### src/buck_fault_params.svh
// Constants for the buck fault supervisor
`ifndef BUCK_FAULT_PARAMS_SVH
`define BUCK_FAULT_PARAMS_SVH
`define CLK_MHZ              250
`define FILTER_US            20
`define FILTER_CYCLES        (`FILTER_US * `CLK_MHZ)
`define LIMIT_MS             10
`define LIMIT_CYCLES         (`LIMIT_MS * 1000 * `CLK_MHZ)
`define RETRY_MS             100
`define RETRY_CYCLES         (`RETRY_MS * 1000 * `CLK_MHZ)
`define GOOD_DELAY_MS        10
`define GOOD_DELAY_CYCLES    (`GOOD_DELAY_MS * 1000 * `CLK_MHZ)
`define RATE_MIN_KHZ         200
`define RATE_MAX_KHZ         1000
`define RATE_STEP_KHZ_X3     160
`define RATE_CODE_MAX        4'hF
`define COUNT_W              26
`endif

### src/buck_fault_pkg.sv
// Types for the buck fault supervisor
package buck_fault_pkg;
   typedef enum logic [2:0] {
      ST_OFF     = 3'b000,
      ST_SOFT    = 3'b001,
      ST_DELAY   = 3'b010,
      ST_RUN     = 3'b011,
      ST_HOT     = 3'b100,
      ST_RETRY   = 3'b101
   } supervisor_state_t;
   typedef logic [25:0] cycle_count_t;
endpackage

### src/buck_fault_supervisor.sv
// Fault supervisor for a synchronous buck termination regulator
// Function
// Over-voltage raises supply_ok_n; outputs stay enabled and loop keeps regulating.
// Over-voltage flag must hold 20 us before fault is declared.
// Over-voltage fault clears only below the falling level; supply_ok_n low.
// Under-voltage raises supply_ok_n while outputs stay enabled.
// Under-voltage flag must hold 20 us before fault is declared.
// Under-voltage fault clears only above the rising level; supply_ok_n low.
// Peak current limit starts cycle-by-cycle limiting and a 10 ms timer; here in run state only, peak flag ignored in soft start and delay.
// Current back to normal before timer expiry resumes with no fault action.
// Limit timer expiry disables output, raises supply_ok_n, retries after 100 ms.
// Over-temperature during limiting disables output and raises supply_ok_n.
// Short-circuit level disables output at once, no timer.
// After short-circuit shutdown wait 100 ms then soft start again.
// Over-temperature switches output off and raises supply_ok_n.
// After thermal shutdown wait for flag to clear, then 100 ms, then retry.
// Successful thermal retry drives supply_ok_n low again.
// Select at ground gives 1000 kHz, at internal supply gives 200 kHz.
// Sixteen select steps map 200 to 1000 kHz, higher level lower rate.
// After clean start with output regulated wait 10 ms before supply_ok_n low.
// Soft start on enable, power cycling and every fault retry.
// Select setting is latched on enable before soft start.
// Comparator flags pass synchronising stages before filtering or timing.
`timescale 1ns/1ps
`include "buck_fault_params.svh"
module buck_fault_supervisor
   import buck_fault_pkg::*;
#(
   parameter int LIMIT_CYCLES      = `LIMIT_CYCLES,
   parameter int RETRY_CYCLES      = `RETRY_CYCLES,
   parameter int GOOD_DELAY_CYCLES = `GOOD_DELAY_CYCLES,
   parameter int FILTER_CYCLES     = `FILTER_CYCLES
) (
   // Clock and reset
   input  wire logic       CLK,
   input  wire logic       RESET,
   // Enable and soft start handshake
   input  wire logic       ENABLE,
   input  wire logic       SOFT_START_DONE,
   // Comparator flags (asynchronous)
   input  wire logic       OVERVOLT_FLAG,
   input  wire logic       UNDERVOLT_FLAG,
   input  wire logic       PEAK_CURRENT_FLAG,
   input  wire logic       SHORT_CURRENT_FLAG,
   input  wire logic       OVERTEMP_FLAG,
   // Frequency select code, 0 is ground, 15 is internal supply
   input  wire logic [3:0] SWITCH_RATE_SELECT,
   // Converter control
   output logic            OUTPUT_ENABLE,
   output logic            SOFT_START,
   output logic            CURRENT_LIMITING,
   output logic [9:0]      SWITCH_RATE_KHZ,
   // Power good, open drain, active low
   output logic            SUPPLY_OK_N_OUT,
   output logic            SUPPLY_OK_N_OE
);

   // ************************************************************
   // Synchronisers
   // ************************************************************
   logic ov_s;
   logic uv_s;
   logic pk_s;
   logic sc_s;
   logic ot_s;
   logic en_s;
   logic [3:0] sel_s;
   logic [3:0] sel_m;

   flag_sync u_ov (.CLK(CLK), .RESET(RESET), .flag_in(OVERVOLT_FLAG), .flag_out(ov_s));
   flag_sync u_uv (.CLK(CLK), .RESET(RESET), .flag_in(UNDERVOLT_FLAG), .flag_out(uv_s));
   flag_sync u_pk (.CLK(CLK), .RESET(RESET), .flag_in(PEAK_CURRENT_FLAG), .flag_out(pk_s));
   flag_sync u_sc (.CLK(CLK), .RESET(RESET), .flag_in(SHORT_CURRENT_FLAG), .flag_out(sc_s));
   flag_sync u_ot (.CLK(CLK), .RESET(RESET), .flag_in(OVERTEMP_FLAG), .flag_out(ot_s));
   flag_sync u_en (.CLK(CLK), .RESET(RESET), .flag_in(ENABLE), .flag_out(en_s));

   genvar gi;
   generate
      for (gi = 0; gi < 4; gi++) begin : g_sel
         flag_sync u_sel (
            .CLK      (CLK),
            .RESET    (RESET),
            .flag_in  (SWITCH_RATE_SELECT[gi]),
            .flag_out (sel_s[gi])
         );
      end
   endgenerate

   // Select bits cross one by one; a code counts after two equal samples
   always_ff @(posedge CLK) begin
      if (RESET) begin
         sel_m <= 4'h0;
      end else begin
         sel_m <= sel_s;
      end
   end
   wire sel_steady = (sel_m == sel_s);

   // ************************************************************
   // Voltage fault filters
   // ************************************************************
   cycle_count_t ov_cnt;
   cycle_count_t uv_cnt;
   logic         ov_fault;
   logic         uv_fault;
   wire          ov_qual = (ov_cnt == cycle_count_t'(FILTER_CYCLES - 1));
   wire          uv_qual = (uv_cnt == cycle_count_t'(FILTER_CYCLES - 1));

   always_ff @(posedge CLK) begin
      if (RESET || !ov_s) begin
         ov_cnt <= '0;
      end else if (!ov_qual) begin
         ov_cnt <= ov_cnt + 26'h0000001;
      end
   end

   always_ff @(posedge CLK) begin
      if (RESET || !uv_s) begin
         uv_cnt <= '0;
      end else if (!uv_qual) begin
         uv_cnt <= uv_cnt + 26'h0000001;
      end
   end

   // Flags stay set until the comparator releases past its hysteresis level
   always_ff @(posedge CLK) begin
      if (RESET) begin
         ov_fault <= 1'b0;
         uv_fault <= 1'b0;
      end else begin
         ov_fault <= ov_s && (ov_fault || ov_qual);
         uv_fault <= uv_s && (uv_fault || uv_qual);
      end
   end

   // ************************************************************
   // Sequencer
   // ************************************************************
   supervisor_state_t state;
   supervisor_state_t next_state;
   cycle_count_t      timer;
   logic              good;
   logic [3:0]        sel_latch;

   wire limit_expired = (timer == cycle_count_t'(LIMIT_CYCLES - 1));
   wire retry_expired = (timer == cycle_count_t'(RETRY_CYCLES - 1));
   wire delay_expired = (timer == cycle_count_t'(GOOD_DELAY_CYCLES - 1));
   wire limit_trip    = pk_s && limit_expired;
   wire powered       = (state == ST_SOFT) || (state == ST_DELAY) || (state == ST_RUN);
   wire trip_hot      = powered && ot_s;
   wire trip_short    = powered && sc_s;
   wire trip_limit    = (state == ST_RUN) && limit_trip;

   always_comb begin
      next_state = state;
      unique case (state)
         ST_OFF:   next_state = (en_s && sel_steady) ? ST_SOFT : ST_OFF;
         ST_SOFT:  next_state = SOFT_START_DONE ? ST_DELAY : ST_SOFT;
         ST_DELAY: next_state = delay_expired ? ST_RUN : ST_DELAY;
         ST_RUN:   next_state = ST_RUN;
         ST_HOT:   next_state = ot_s ? ST_HOT : ST_RETRY;
         ST_RETRY: next_state = retry_expired ? ST_SOFT : ST_RETRY;
         default:  next_state = ST_OFF;
      endcase
      if (trip_hot) begin
         next_state = ST_HOT;
      end else if (trip_short || trip_limit) begin
         next_state = ST_RETRY;
      end
      if (!en_s) begin
         next_state = ST_OFF;
      end
   end

   always_ff @(posedge CLK) begin
      if (RESET) begin
         state <= ST_OFF;
      end else begin
         state <= next_state;
      end
   end

   // Shared timer; in run state it times the current limit only while limiting
   always_ff @(posedge CLK) begin
      if (RESET || next_state != state) begin
         timer <= '0;
      end else if (state == ST_RUN && !pk_s) begin
         timer <= '0;
      end else if (state != ST_OFF && state != ST_HOT && state != ST_SOFT) begin
         timer <= timer + 26'h0000001;
      end
   end

   // Select is taken while leaving off state
   always_ff @(posedge CLK) begin
      if (RESET) begin
         sel_latch <= 4'h0;
      end else if (state == ST_OFF && en_s && sel_steady) begin
         sel_latch <= sel_m;
      end
   end

   // ************************************************************
   // Outputs
   // ************************************************************
   // Rate table in kHz, indexed by the latched select code
   logic [9:0] rate_lut [16];
   assign rate_lut[0]  = 10'h3E8;
   assign rate_lut[1]  = 10'h3B3;
   assign rate_lut[2]  = 10'h37D;
   assign rate_lut[3]  = 10'h348;
   assign rate_lut[4]  = 10'h313;
   assign rate_lut[5]  = 10'h2DD;
   assign rate_lut[6]  = 10'h2A8;
   assign rate_lut[7]  = 10'h273;
   assign rate_lut[8]  = 10'h23D;
   assign rate_lut[9]  = 10'h208;
   assign rate_lut[10] = 10'h1D2;
   assign rate_lut[11] = 10'h19D;
   assign rate_lut[12] = 10'h168;
   assign rate_lut[13] = 10'h133;
   assign rate_lut[14] = 10'h0FD;
   assign rate_lut[15] = 10'h0C8;
   wire [9:0] next_rate = rate_lut[sel_latch];
   wire       next_good = (state == ST_RUN) && !ov_fault && !uv_fault && !trip_hot &&
                          !trip_short && !trip_limit;

   always_ff @(posedge CLK) begin
      if (RESET) begin
         OUTPUT_ENABLE    <= 1'b0;
         SOFT_START       <= 1'b0;
         CURRENT_LIMITING <= 1'b0;
         SWITCH_RATE_KHZ  <= 10'h3E8;
         good             <= 1'b0;
      end else begin
         OUTPUT_ENABLE    <= powered && !trip_hot && !trip_short && !trip_limit;
         SOFT_START       <= (next_state == ST_SOFT);
         CURRENT_LIMITING <= (state == ST_RUN) && pk_s;
         SWITCH_RATE_KHZ  <= next_rate;
         good             <= next_good;
      end
   end

   assign SUPPLY_OK_N_OUT = 1'b0;
   assign SUPPLY_OK_N_OE  = good;

   // ************************************************************
   // Assertions
   // ************************************************************
   ov_filter_a: assert property (@(posedge CLK) disable iff (RESET)
      $rose(ov_fault) |-> $past(ov_cnt) == cycle_count_t'(FILTER_CYCLES - 1))
      else $error("over-voltage declared before filter time");
   uv_filter_a: assert property (@(posedge CLK) disable iff (RESET)
      $rose(uv_fault) |-> $past(uv_cnt) == cycle_count_t'(FILTER_CYCLES - 1))
      else $error("under-voltage declared before filter time");
   ov_good_a: assert property (@(posedge CLK) disable iff (RESET)
      ov_fault && state == ST_RUN && !trip_hot && !trip_short && !trip_limit |=>
      !good && OUTPUT_ENABLE)
      else $error("over-voltage handling wrong");
   uv_good_a: assert property (@(posedge CLK) disable iff (RESET)
      uv_fault && state == ST_RUN && !trip_hot && !trip_short && !trip_limit |=>
      !good && OUTPUT_ENABLE)
      else $error("under-voltage handling wrong");
   ov_clear_a: assert property (@(posedge CLK) disable iff (RESET)
      ov_fault && !ov_s |=> !ov_fault)
      else $error("over-voltage fault did not clear");
   short_off_a: assert property (@(posedge CLK) disable iff (RESET)
      trip_short && !trip_hot && en_s |=> !OUTPUT_ENABLE && state == ST_RETRY)
      else $error("short circuit did not disable output");
   hot_off_a: assert property (@(posedge CLK) disable iff (RESET)
      trip_hot && en_s |=> !OUTPUT_ENABLE && !good && state == ST_HOT)
      else $error("over-temperature did not disable output");
   retry_soft_a: assert property (@(posedge CLK) disable iff (RESET)
      state == ST_RETRY && retry_expired && en_s |=> state == ST_SOFT && SOFT_START)
      else $error("retry did not start soft start");
   delay_good_a: assert property (@(posedge CLK) disable iff (RESET)
      $rose(good) |-> $past(state, 2) == ST_DELAY || $past(state, 2) == ST_RUN)
      else $error("power good before delay");
   rate_map_a: assert property (@(posedge CLK) disable iff (RESET)
      $past(sel_latch) == 4'hF |-> SWITCH_RATE_KHZ == 10'h0C8)
      else $error("top select not 200 kHz");
   limit_ok_a: assert property (@(posedge CLK) disable iff (RESET)
      state == ST_RUN && !pk_s |=> state != ST_RETRY || !en_s || $past(sc_s))
      else $error("fault action without limit");
   uv_clear_a: assert property (@(posedge CLK) disable iff (RESET)
      uv_fault && !uv_s |=> !uv_fault)
      else $error("under-voltage fault did not clear");
   limit_trip_a: assert property (@(posedge CLK) disable iff (RESET)
      trip_limit && !trip_hot && en_s |=> state == ST_RETRY && !OUTPUT_ENABLE && !good)
      else $error("limit timer expiry not handled");
   limit_flag_a: assert property (@(posedge CLK) disable iff (RESET)
      CURRENT_LIMITING |-> $past(state) == ST_RUN && $past(pk_s))
      else $error("current limiting outside run");
   hot_hold_a: assert property (@(posedge CLK) disable iff (RESET)
      state == ST_HOT && ot_s && en_s |=> state == ST_HOT)
      else $error("left thermal state while hot");
   off_retry_a: assert property (@(posedge CLK) disable iff (RESET)
      state == ST_RETRY || state == ST_HOT |-> !OUTPUT_ENABLE)
      else $error("output on while waiting to retry");
   good_run_a: assert property (@(posedge CLK) disable iff (RESET)
      good |-> $past(state) == ST_RUN)
      else $error("power good outside run");
   rate_low_a: assert property (@(posedge CLK) disable iff (RESET)
      $past(sel_latch) == 4'h0 |-> SWITCH_RATE_KHZ == 10'h3E8)
      else $error("ground select not 1000 kHz");
   sel_hold_a: assert property (@(posedge CLK) disable iff (RESET)
      state != ST_OFF |=> $stable(sel_latch))
      else $error("select changed after enable");
   soft_flag_a: assert property (@(posedge CLK) disable iff (RESET)
      SOFT_START |-> state == ST_SOFT)
      else $error("soft start flag outside soft start");

endmodule // buck_fault_supervisor

### src/flag_sync.sv
// Three-stage flag synchroniser with agreement check
`timescale 1ns/1ps
module flag_sync (
   // Clock and reset
   input  wire logic CLK,
   input  wire logic RESET,
   // Flag
   input  wire logic flag_in,
   output logic      flag_out
);
   logic s1;
   logic s2;
   logic s3;
   always_ff @(posedge CLK) begin
      if (RESET) begin
         s1       <= 1'b0;
         s2       <= 1'b0;
         s3       <= 1'b0;
         flag_out <= 1'b0;
      end else begin
         s1 <= flag_in;
         s2 <= s1;
         s3 <= s2;
         if (s2 == s3) begin
            flag_out <= s3;
         end
      end
   end
endmodule // flag_sync

### config.mk
export PLATFORM = sky130hd
export DESIGN_NAME = buck_fault_supervisor
export DESIGN_NICKNAME = d
export VERILOG_FILES = /design/src/buck_fault_pkg.sv /design/src/buck_fault_supervisor.sv /design/src/flag_sync.sv
export VERILOG_INCLUDE_DIRS = /design/src
export SDC_FILE = /design/constraint.sdc
export NUM_CORES = 1
export LEC_CHECK = 0
export ABC_AREA = 1
export BUFFER_PORTS_ARGS = -buffer_cell sky130_fd_sc_hd__buf_2
export CELL_PAD_IN_SITES_DETAIL_PLACEMENT = 2
export CELL_PAD_IN_SITES_GLOBAL_PLACEMENT = 2
export CORE_MARGIN = 2
export CORE_UTILIZATION = 38
export DETAILED_ROUTE_END_ITERATION = 10
export PLACE_DENSITY_LB_ADDON = 0.2
export SKIP_LAST_GASP = 1
export SLEW_MARGIN = 20
export SYNTH_ARGS = -nofsm -noshare
export SYNTH_HDL_FRONTEND = slang
export SYNTH_SLANG_ARGS = --single-unit
### constraint.sdc
create_clock -name CLK -period 5 [get_ports CLK]
set_clock_uncertainty 0.15 [all_clocks]
set_input_delay 1 -clock CLK [delete_from_list [all_inputs] [get_ports CLK]]
set_output_delay 1 -clock CLK [all_outputs]
set_load 0.03 [all_outputs]
==> flow_summary.toml <==
[place]
place_area_sq_um = 6909
place.gp.congestion = 0.7910
dp.cells = 1152
numPortBuffers = 26
place_ws_ns = 1.957
dp_hpwl_um = 13730

[synthesis]
syn_inst = 915
synth-seq-area-share_pct = 44.18
syn_nets = 938
synth_edf_count = 0
ys_seq_elements = 145
ys_warn_count = 0
yosys.area.top_type = "dfxtp_1"
syn_area_sq_um = 6570
yosysTopAreaCellShare_pct = 44.18
ys_types = 40
async_flop_share_pct = 0
synth_flop_cell = "dfxtp_1"
syn_avg_cell_area_sq_um = 7.180
yosys-top-cells-area = "dfxtp_1 44%, inv_1 9.3%, nor2_1 8.7%"

[setup_path]
end_kind = "flop"
reg2reg_depth = 12
worstSetupPathType = "flop to flop"
required_ns = 5.19
crit_fanout = 26
cp_data_arrival_time_ns = 2.84
reg2reg_to = "timer[2]"
startpoint_type = "flop"
rr_startpoint = "state[2]"
rrSetupSlack_ns = 2.35

[detailed_routing]
vias = 5982
route.met2.wl_um = 10860
drt_first_pass_iters = 4
wl_per_cell_um = 16.96
ant_nets = 0
top_layer_used = "met4"
wirelength_um = 20080
met1Wirelength_um = 8397
route.met3.wl_um = 383
drc = 0
drt-vias-per-instance = 5.052
drt_iter0_drc = 136

[final_layout]
stdcell_count = 1184
layout-drive-gt1-share_pct = 11.05
fin_util_pct = 43.98
n_antenna_cell = 0
stdcell_area_sq_um = 7528
nets = 969
area_growth_pct = 14.59
fillers = 2059

[timing]
fmax_mhz = 377.7
setup_viol_count_final = 0
finalWorstSetupSlack_ns = 2.353
hold_ws_ns = 0.2613
finalHoldViolCount = 0
fin_crit_sh_pct = 52.95
fin_crit_ns = 2.647
tightest_slew_ns = 0.8153
slew_headroom_pct = 45.65
tns_ns = 0
rsz0062_at_grt = "false"
maxSlewViolCount = 0

[clock_network]
cts_tree = "yes"
root_buffer = "clkbuf_16"
cts-buffers-inserted = 17
cts_setup_buffers = 0
cts.sinks = 145
clock_path_buffers = 2
clkTransAtPathRegs_ns = 0.06
clk_latency_ns = 0.44
ctsHoldBuffers = 0
post_cts_resized = 0
ctsHtreeMaxLevel = 4

[power]
p_sw_uw = 582.8
internal_power_mw = 1.982
power_density_nw_per_um2 = 340.7
p_seq_share_pct = 45.6
ir_worst_vdd_uv = 264.9
p_leak_nw = 2.857
p_total_mw = 2.565
p_clk_share_pct = 52.9
switching_share_pct = 22.73
pwr-share-comb_pct = 1.5

[hold_path]
hold_start = "g_sel[0].u_sel.s1"
holdPathStages = 2
holdPathEnd = "g_sel[0].u_sel.s2"
hold_path.class = "flop to flop"

[global_routing]
gr-total-overflow = 0
antenna_found_initial = 0
first_global_vias = 6831
grt_pass1_wl_um = 33800
grt.total_usage_pct = 23.24
grt_max_degree = 45

[die]
die_w_um = 135.5
num_rows = 48
start_util_pct = 38.38
chipHeight_um = 135.5
die_area_sq_um = 18360
core_sq_um = 17120
ioPinCount = 28

[outcome]
status = "finished clean"

[run]
cap_violations = 0
how the worst max path moves through the flow:
stage	from	endpoint	slack (ns)	depth (start not counted)
finish	state[2]	timer[2]	2.35	12
global route	timer[0]	timer[2]	2.07	13
CTS	timer[0]	timer[2]	2.28	13
detailed placement	RESET	timer[4]	1.96	6
global placement	RESET	timer[3]	2.05	6
floorplan	RESET	g_sel[1].u_sel.s1	2.86	4
state kept, by name, indices dropped and copies added (netlist names), 3 cells and up:
| signal | cells |
|---|---|
| ov_cnt | 26 |
| timer | 26 |
| uv_cnt | 26 |
| SWITCH_RATE_KHZ | 10 |
| g_sel.u_sel.flag_out | 4 |
| g_sel.u_sel.s1 | 4 |
| g_sel.u_sel.s2 | 4 |
| g_sel.u_sel.s3 | 4 |
| sel_latch | 4 |
| sel_m | 4 |
| state | 3 |
metal layers:
layer | vias to the layer above | track usage, %
li1 | 2945 | -
met3 | 36 | 4.078
met1 | 2938 | 26.28
met5 | - | 0
met2 | 63 | 43.06
met4 | 0 | 9.491
Yosys cell counts (2+ instances only):
| library cell | number |
|---|---|
| or2_2 | 4 |
| inv_1 | 163 |
| xnor2_1 | 3 |
| clkbuf_1 | 10 |
| nor3b_1 | 3 |
| nand3_1 | 44 |
| a21oi_1 | 57 |
| o22ai_1 | 5 |
| nand2_1 | 131 |
| inv_2 | 3 |
| nor2_2 | 28 |
| o211ai_1 | 2 |
| buf_6 | 3 |
| ha_1 | 10 |
| nor4_1 | 8 |
| a31oi_1 | 3 |
| nand2_2 | 2 |
| nand4_1 | 18 |
| dfxtp_1 | 145 |
| a221oi_1 | 2 |
| o21ai_0 | 38 |
| a211oi_1 | 4 |
| nand3_2 | 2 |
| nor3_1 | 34 |
| a21oi_2 | 2 |
| nor2_4 | 2 |
| nor2_1 | 152 |
| xor2_1 | 25 |
final cells by class:
| class | instances | area, sq um | share of cell area, % |
|---|---|---|---|
| multi-input combinational | 588 | 2957 | 39.27 |
| clock inverter | 14 | 180.2 | 2.393 |
| inverter | 166 | 623.1 | 8.277 |
| timing repair buffer | 28 | 145.1 | 1.928 |
| tap | 225 | 281.5 | 3.739 |
| sequential | 145 | 2903 | 38.56 |
| clock buffer | 18 | 439.2 | 5.833 |
worst max-delay path: stages (launching register included):
cell	delay, ns
dfxtp_1	0.58
inv_2	0.16
nand3_2	0.15
nand2_1	0.07
nor2_1	0.11
nand2_1	0.06
nor2_1	0.22
nand2_1	0.14
o21ai_2	0.16
nand2_1	0.07
nand2_1	0.10
nand3_4	0.35
nor2_1	0.24
cell families (layout without fill, tap and decap cells):
group / Yosys count / count (layout) / share of synthesized area [%]
buffers and inverters: 182 / 226 / 10.82
adder cells (fa/ha/maj): 10 / 10 / 1.904
flip-flops: 145 / 145 / 44.18
XOR/XNOR: 28 / 28 / 3.733
AND/OR/NAND/NOR: 430 / 430 / 29.33
other: 1 / 1 / 0.05708
AO/OA/AOI/OAI: 118 / 118 / 9.827
multiplexers: 1 / 1 / 0.1524
cell usage in the layout (no fill, tap or decap), types with 26 or more instances in the layout:
cell,n
inv_1,163
nor2_1,152
dfxtp_1,145
nand2_1,131
a21oi_1,57
nand3_1,44
o21ai_0,38
nor3_1,34
nor2_2,28
buf_2,26
power groups by stage:
stage	Combinational, mW	Sequential [mW]	Clock [mW]
final	0.0374	1.17	1.36
after global routing	0.0431	1.17	1.44
after CTS	0.0388	1.17	1.39
after detailed placement	0.0374	1.20	0
after global placement	0.0345	1.20	0
after floorplan	0.0266	1.20	0
Power figures use the tool's default switching activity.
